**config.mk**
```make
export PLATFORM = sky130hd
export DESIGN_NAME = eic_top
export DESIGN_NICKNAME = d
export VERILOG_FILES = /design/src/eic_pkg.sv /design/src/eic_line.sv /design/src/eic_top.sv
export SDC_FILE = /design/constraint.sdc
export NUM_CORES = 1
export LEC_CHECK = 0
export BUFFER_PORTS_ARGS = -buffer_cell sky130_fd_sc_hd__buf_2
export CORE_UTILIZATION = 50
export DETAILED_ROUTE_END_ITERATION = 6
export GPL_TIMING_DRIVEN = 0
export PLACE_DENSITY = 0.75
export RECOVER_POWER = 50
export SETUP_SLACK_MARGIN = 0.1
export SYNTH_ARGS = -nofsm -noshare
export SYNTH_HDL_FRONTEND = slang
export SYNTH_HIERARCHICAL = 1
export SYNTH_SLANG_ARGS = --single-unit
export TNS_END_PERCENT = 30
```
**constraint.sdc**
```tcl
create_clock -name clk_i -period 11.7 [get_ports clk_i]
set_input_delay 1.17 -clock clk_i [delete_from_list [all_inputs] [get_ports clk_i]]
set_output_delay 1.17 -clock clk_i [all_outputs]
set_load 0.005 [all_outputs]
```
**src/eic_pkg.sv**
```systemverilog
// package: constants for the external interrupt controller
package eic_pkg;
  localparam int NUM_EXT = 8;
  localparam int NUM_LINES = NUM_EXT + 1;
  localparam int NMI_BIT = 8;
  localparam int NUM_COLS = 8;
  localparam int PRESC_W = 5;
  localparam logic [NUM_LINES-1:0] LINES_RESET = 9'h000;
  localparam logic [2:0] SYNC_RESET = 3'h0;
  localparam logic [NUM_COLS-1:0] COL_ONE = 8'h01;
  localparam int CNT_W = 33;
endpackage

```
**src/eic_line.sv**
```systemverilog
// one interrupt line: synchroniser, filter and trigger detection
`timescale 1ns/10ps
module eic_line (
  input wire logic clk_i,
  input wire logic srst_i,
  input wire logic run_i,
  input wire logic pin_i,
  input wire logic level_mode_i,
  input wire logic edge_pol_i,
  input wire logic level_pol_i,
  input wire logic filter_i,
  input wire logic async_i,
  output logic trig_o,
  output logic wake_o
);
  // ----------------------------------------------------------------
  // sampling
  // ----------------------------------------------------------------
  logic sync0;
  logic sync1;
  logic [2:0] hist;
  logic prev;
  always_ff @(posedge clk_i)
  begin
    if (srst_i)
    begin
      sync0 <= 1'b0;
      sync1 <= 1'b0;
    end
    else if (run_i)
    begin
      sync0 <= pin_i;
      sync1 <= sync0;
    end
  end
  // polarity by mode; level after filter: majority vote, or current synced pin
  wire pol = level_mode_i ? level_pol_i : edge_pol_i;
  wire vote = (hist[0] & hist[1]) | (hist[1] & hist[2]) |
              (hist[0] & hist[2]);
  wire use_filt = filter_i & ~async_i;
  wire filt_lvl = use_filt ? vote : sync1;
  always_ff @(posedge clk_i)
  begin
    if (srst_i)
    begin
      hist <= eic_pkg::SYNC_RESET;
      prev <= 1'b0;
    end
    else if (run_i)
    begin
      hist <= {hist[1:0], sync1};
      prev <= filt_lvl;
    end
  end
  // edge: rising when pol set, falling when clear
  wire edge_hit = pol ? (filt_lvl & ~prev) : (~filt_lvl & prev);
  wire lvl_cond = (filt_lvl == pol);
  wire sync_trig = level_mode_i ? lvl_cond : edge_hit;
  // async path: unclocked compare, edges act as levels
  wire async_cond = (pin_i == pol);
  assign trig_o = run_i & (async_i ? async_cond : sync_trig);
  assign wake_o = async_i & async_cond;
endmodule // eic_line

```
**src/eic_top.sv**
```systemverilog
// top of the external interrupt controller with keypad scan
`timescale 1ns/10ps
module eic_top #(
  parameter int NUM_COLS = eic_pkg::NUM_COLS
) (
  input wire logic clk_i,
  input wire logic srst_i,
  input wire logic [eic_pkg::NUM_EXT-1:0] ext_irq_pin_i,
  input wire logic nmi_pin_i,
  input wire logic [eic_pkg::NUM_LINES-1:0] mask_set_i,
  input wire logic [eic_pkg::NUM_LINES-1:0] mask_clear_i,
  input wire logic [eic_pkg::NUM_LINES-1:0] flag_clear_i,
  input wire logic [eic_pkg::NUM_LINES-1:0] line_enable_i,
  input wire logic [eic_pkg::NUM_LINES-1:0] line_disable_i,
  input wire logic [eic_pkg::NUM_LINES-1:0] level_mode_i,
  input wire logic [eic_pkg::NUM_LINES-1:0] edge_pol_i,
  input wire logic [eic_pkg::NUM_LINES-1:0] level_pol_i,
  input wire logic [eic_pkg::NUM_LINES-1:0] filter_i,
  input wire logic [eic_pkg::NUM_LINES-1:0] async_i,
  input wire logic scan_en_i,
  input wire logic [eic_pkg::PRESC_W-1:0] scan_prescale_i,
  input wire logic debug_halt_i,
  input wire logic debug_run_i,
  output logic [eic_pkg::NUM_LINES-1:0] mask_state_o,
  output logic [eic_pkg::NUM_LINES-1:0] flag_state_o,
  output logic [eic_pkg::NUM_LINES-1:0] line_ctrl_o,
  output logic [eic_pkg::NUM_EXT-1:0] irq_o,
  output logic nmi_req_o,
  output logic wake_out_o,
  output logic [NUM_COLS-1:0] keypad_column_out_o,
  output logic [NUM_COLS-1:0] keypad_column_oe_o,
  output logic [$clog2(NUM_COLS)-1:0] scan_pins_o
);
  // ----------------------------------------------------------------
  // control state
  // ----------------------------------------------------------------
  localparam int NL = eic_pkg::NUM_LINES;
  logic [NL-1:0] mask;
  logic [NL-1:0] ctrl;
  logic [NL-1:0] flag;
  logic [NL-1:0] trig;
  logic [NL-1:0] wake_v;
  wire run = ~debug_halt_i | debug_run_i;
  wire [NL-1:0] pins = {nmi_pin_i, ext_irq_pin_i};
  wire [NL-1:0] next_mask = (mask | mask_set_i) & ~mask_clear_i;
  wire [NL-1:0] next_ctrl = (ctrl | line_enable_i) & ~line_disable_i;
  // set wins over clear; disable always clears
  wire [NL-1:0] set_f = trig & ctrl & {NL{run}};
  wire [NL-1:0] next_flag = ((flag & ~flag_clear_i) | set_f) &
                            next_ctrl;
  always_ff @(posedge clk_i)
  begin
    if (srst_i)
    begin
      mask <= eic_pkg::LINES_RESET;
      ctrl <= eic_pkg::LINES_RESET;
      flag <= eic_pkg::LINES_RESET;
    end
    else
    begin
      mask <= next_mask;
      ctrl <= next_ctrl;
      flag <= next_flag;
    end
  end
  // ----------------------------------------------------------------
  // per-line detection
  // ----------------------------------------------------------------
  genvar g;
  generate
    for (g = 0; g < NL; g++)
    begin : g_line
      eic_line u_line (
        .clk_i(clk_i),
        .srst_i(srst_i),
        .run_i(run),
        .pin_i(pins[g]),
        .level_mode_i(level_mode_i[g]),
        .edge_pol_i(edge_pol_i[g]),
        .level_pol_i(level_pol_i[g]),
        .filter_i(filter_i[g]),
        .async_i(async_i[g]),
        .trig_o(trig[g]),
        .wake_o(wake_v[g])
      );
    end
  endgenerate
  // ----------------------------------------------------------------
  // outputs
  // ----------------------------------------------------------------
  wire [NL-1:0] req = flag & mask;
  assign mask_state_o = mask;
  assign line_ctrl_o = ctrl;
  assign flag_state_o = flag & ctrl;
  assign irq_o = req[eic_pkg::NUM_EXT-1:0];
  assign nmi_req_o = req[eic_pkg::NMI_BIT];
  // wake ignores the mask so sleep can end without a cpu request
  assign wake_out_o = |((flag | wake_v) & ctrl);
  // ----------------------------------------------------------------
  // keypad scan
  // ----------------------------------------------------------------
  // one clock only: the rc clock is folded into clk_i as a counter
  logic [eic_pkg::CNT_W-1:0] cnt;
  logic [NUM_COLS-1:0] col;
  logic [$clog2(NUM_COLS)-1:0] idx;
  wire any_req = |req;
  wire [eic_pkg::CNT_W-1:0] limit =
    (eic_pkg::CNT_W'(1) << ({1'b0, scan_prescale_i} + 6'h01)) - 1'b1;
  wire step = (cnt >= limit);
  wire scan_go = scan_en_i & run & ~any_req;
  wire last = (idx == ($clog2(NUM_COLS))'(NUM_COLS - 1));
  always_ff @(posedge clk_i)
  begin
    if (srst_i || !scan_en_i)
    begin
      cnt <= '0;
      col <= eic_pkg::COL_ONE;
      idx <= '0;
    end
    else if (scan_go)
    begin
      cnt <= step ? '0 : cnt + 1'b1;
      if (step)
      begin
        col <= {col[NUM_COLS-2:0], col[NUM_COLS-1]};
        idx <= last ? '0 : idx + 1'b1;
      end
    end
  end
  assign keypad_column_out_o = '0;
  assign keypad_column_oe_o = scan_en_i ? col : '0;
  assign scan_pins_o = idx;
  // ----------------------------------------------------------------
  // checks
  // ----------------------------------------------------------------
  a_reset_off: assert property (@(posedge clk_i)
    srst_i |=> (ctrl == '0) && (mask == '0))
    else $error("lines not disabled after reset");
  a_flag_hold: assert property (@(posedge clk_i) disable iff (srst_i)
    (flag[0] && !flag_clear_i[0] && !line_disable_i[0]) |=> flag[0])
    else $error("flag dropped without clear");
  a_set_wins: assert property (@(posedge clk_i) disable iff (srst_i)
    (set_f[4] && flag_clear_i[4] && !line_disable_i[4]) |=> flag[4])
    else $error("event lost on clear");
  a_dis_clears: assert property (@(posedge clk_i) disable iff (srst_i)
    line_disable_i[1] |=> !flag[1] && !ctrl[1])
    else $error("disable did not clear flag");
  a_mask_gate: assert property (@(posedge clk_i) disable iff (srst_i)
    !mask[0] |-> !irq_o[0])
    else $error("masked request leaked");
  a_mask_set: assert property (@(posedge clk_i) disable iff (srst_i)
    (mask_set_i[2] && !mask_clear_i[2]) |=> mask[2])
    else $error("mask set ignored");
  a_nmi_route: assert property (@(posedge clk_i) disable iff (srst_i)
    nmi_req_o |-> flag[eic_pkg::NMI_BIT] && ctrl[eic_pkg::NMI_BIT])
    else $error("nmi without flag");
  a_scan_pause: assert property (@(posedge clk_i) disable iff (srst_i)
    (any_req && scan_en_i) |=> $stable(col))
    else $error("scan moved during request");
  a_freeze: assert property (@(posedge clk_i) disable iff (srst_i)
    (!run && !flag_clear_i[0] && !line_disable_i[0]) |=>
    (flag[0] == $past(flag[0])))
    else $error("flag changed while frozen");
  a_one_col: assert property (@(posedge clk_i) disable iff (srst_i)
    scan_en_i |-> $onehot(keypad_column_oe_o))
    else $error("scan not one-hot");
endmodule // eic_top

```
==> key figures <==
Cells and area
  – Area of the multi-input gates: 4490 um2
  – Layout Nets: 1204
  – Share of cells above drive strength 1: 19.4%
  – Antenna fix cells: 0
  – Finished Layout Cells: 1251
  – Seq. cell area: 2500 um2
  – Fill cells: 1260
  – Area Overhead vs Synth: 21.9%

Pwr
  – Pwr/cell area: 122 nW/um2
  – VDD IR max: 0.107 mV
  – P_leak: 3.90 nW
  – Total power: 1.08 mW

Flow run
  – Max-Cap Viols: 1

Placed design
  – Dpl cells: 1219
  – Gp weighted congestion: 0.932
  – Post-DP HPWL: 13.6 mm
  – IO Port Bufs: 154

Clock network
  – Post-CTS Setup Bufs: 0
  – Clock slew at reported path FFs: 0.05 ns
  – # resized after CTS: 0
  – Htree depth: 4
  – CTS root buf: clkbuf_16
  – Num CTS Buffers: 17
  – CTS tree: done
  – Cts hold-fix bufs: 0
  – Clock tree sinks: 125
  – Longest Clk Path Bufs: 2
  – Clk Latency, worst-skew pair: 0.41 ns

Floorplanning
  – Row count: 43
  – Initial Utilization: 51.7%
  – Top Ports: 165
  – Die W: 123 um
  – Die Area: 15000 um2
  – Core Region: 14000 um2
  – Die Ht: 123 um

Setup path
  – Worst r2r src: cnt[23]
  – CP Capture Type: register
  – Crit path kind: primary input to register
  – Worst EP arrival: 5.59 ns
  – Crit-path max FO: 10
  – Critical path origin: scan_prescale_i[4]
  – Worst path max stage delay: 0.46 ns
  – CP max stage cell: nor3_1
  – Data required, critical path: 11.98 ns
  – CP Launch Type: primary input
  – Crit-path leading delay family: simple AND/OR/NAND/NOR gates
  – CP bufs+invs: 4
  – CP Cell Sequence: buf_2 > clkbuf_1 > nor3_1 > nand2_1 > ha_1 > clkbuf_1 > nor2b_1 > and3_1 > a21oi_1 > o32a_1 > ha_1 > nand4_1 > nor4_1 > and3_1 > nand2_1 > o211ai_1 > buf_2 > nor2_1

Detailed routing
  – DR WL/cell: 14.1 um
  – Detail Route Antenna Nets: 0
  – Via count: 6738
  – DRC: 0
  – DR iter-0 viols: 443
  – Final WL: 17.7 mm
  – Pre-antenna DRT Iters: 5
  – Drt via density: 5.39

STA
  – Period utilization: 45.4%
  – Total negative slack: 0 ns
  – Min cycle time layout: 5.31 ns
  – RSZ-0062 raised after global routing: false
  – Worst Max-Slew Pin Slew: 2.41 ns
  – Slew HR: -60.3%
  – Fin. Hold Viols: 0
  – Clk_skew: 0.00857 ns
  – Fmax achieved: 188 MHz
  – Final slew viol count: 57
  – Final setup vio count: 0

Synth
  – Netlist cell types: 50
  – Sequential share of the synthesized area: 34.5%
  – Yosys warning count: 6
  – Synth cell count leaders: nor2_1, dfxtp_1, mux2i_1
  – Mapped Area: 7260 um2
  – Mean post-synth cell area: 8.28 um2
  – Asr flop ratio synth: 0%
  – Post-synth EDFFs: 0
  – Yosys top cell area share: 34.5%
  – Most common cell in the netlist: nor2_1
  – Post-synthesis cell count: 877
  – Synth Register Bits: 125
  – Top FF cell, synth: dfxtp_1
  – Synth area leaders: dfxtp_1, mux2i_1, nor2_1
  – Synth area leader: dfxtp_1

Outcome
  – Failing checks: max-capacitance violations, max-slew violations
  – Status: complete, but fails checks

Global route
  – Total track usage: 24.8%
  – Vias in the first global route: 6285
  – GRT Residual Overflow: 0
  – Initial antenna violation count: 0
  – Pin count of the biggest net entering global routing: 57
  – First-pass GRT wire length: 29.2 mm

Min path
  – Worst hold start: col[5]
  – Classification of the worst-slack hold path: register to register
[state kept, by name (all words and copies together), names as in the netlist]
register,flops
scan_pins_o,3
flag,9
g_line.u_line/hist,27
line_ctrl_o,9
g_line.u_line/sync0,9
g_line.u_line/sync1,9
g_line.u_line/prev,9
mask_state_o,9
col,8
cnt,33
[per-stage QoR]
step	setup slack [ns]	area [um2]	util [%]	hold WS, ns
after global placement	5.97	8290	59.0	0.471
after floorplan	6.99	7290	-	0.444
after global routing	5.97	8850	63.1	0.500
after detailed placement	6.06	8290	59.0	0.472
after CTS	6.48	8870	63.1	0.483
final	6.39	8850	63.1	0.479
[report_power, final]
part / internal, mW / switching [mW] / total, mW
registers: 0.436 / 0.00830 / 0.444
logic: 0.0565 / 0.0666 / 0.123
clock network: 0.324 / 0.185 / 0.509
total: 0.817 / 0.260 / 1.08
[per-layer routing]
metal	up-vias	routed length [um]	GRT usage [%]
met3	21	877	5.39
met2	184	8490	41.7
met4	0	236	8.69
li1	3445	-	-
met1	3088	8080	31.1
met5	-	0	0
[cell usage in the layout, fill, tap and decap left out, drive strengths merged, types with 26 or more instances in the layout]
cell type	netlist	layout
inv	27	27
o21ai	26	26
dfxtp	125	125
nand2	55	55
buf	14	158
nor3	47	47
and2	41	41
clkbuf	28	60
a21oi	42	42
nor2	139	139
ha	37	37
mux2i	74	74
[worst paths after layout]
| path | endpoint | slack (ns) | depth (start not counted) |
|---|---|---|---|
| hold / removal | col[5] | 0.48 | 2 |
| setup reg to reg | cnt[27] | 9.32 | 8 |
| hold reg to reg | col[5] | 0.48 | 2 |
| setup / recovery | cnt[27] | 6.39 | 18 |
[cells by family (layout without fill, tap and decap cells)]
group | count (synthesis) | count (layout) | share of synthesized area [%]
AND/OR/NAND/NOR | 392 | 392 | 26.9
AO/OA/AOI/OAI | 130 | 130 | 11.7
flip-flops | 125 | 125 | 34.5
multiplexers | 74 | 74 | 10.2
buffers and inverters | 69 | 255 | 4.17
adder cells (fa/ha/maj) | 46 | 46 | 7.77
XOR/XNOR | 39 | 39 | 4.70
other | 2 | 10 | 0.103
[worst min-delay path, stage by stage (launching register included)]
cell     delay [ns]
dfxtp_1        0.30
nand2_1        0.06
mux2i_1        0.06
[cell type report]
cell class / count / share of cell area [%]
inverter: 27 / 1.14
clock inverter: 10 / 1.30
tap: 180 / 2.54
multi-input combinational: 691 / 50.7
buffer: 42 / 2.27
timing repair buffer: 154 / 8.56
clock buffer: 22 / 5.24
sequential: 125 / 28.3
Note: power is estimated with default switching activity, not from simulation.
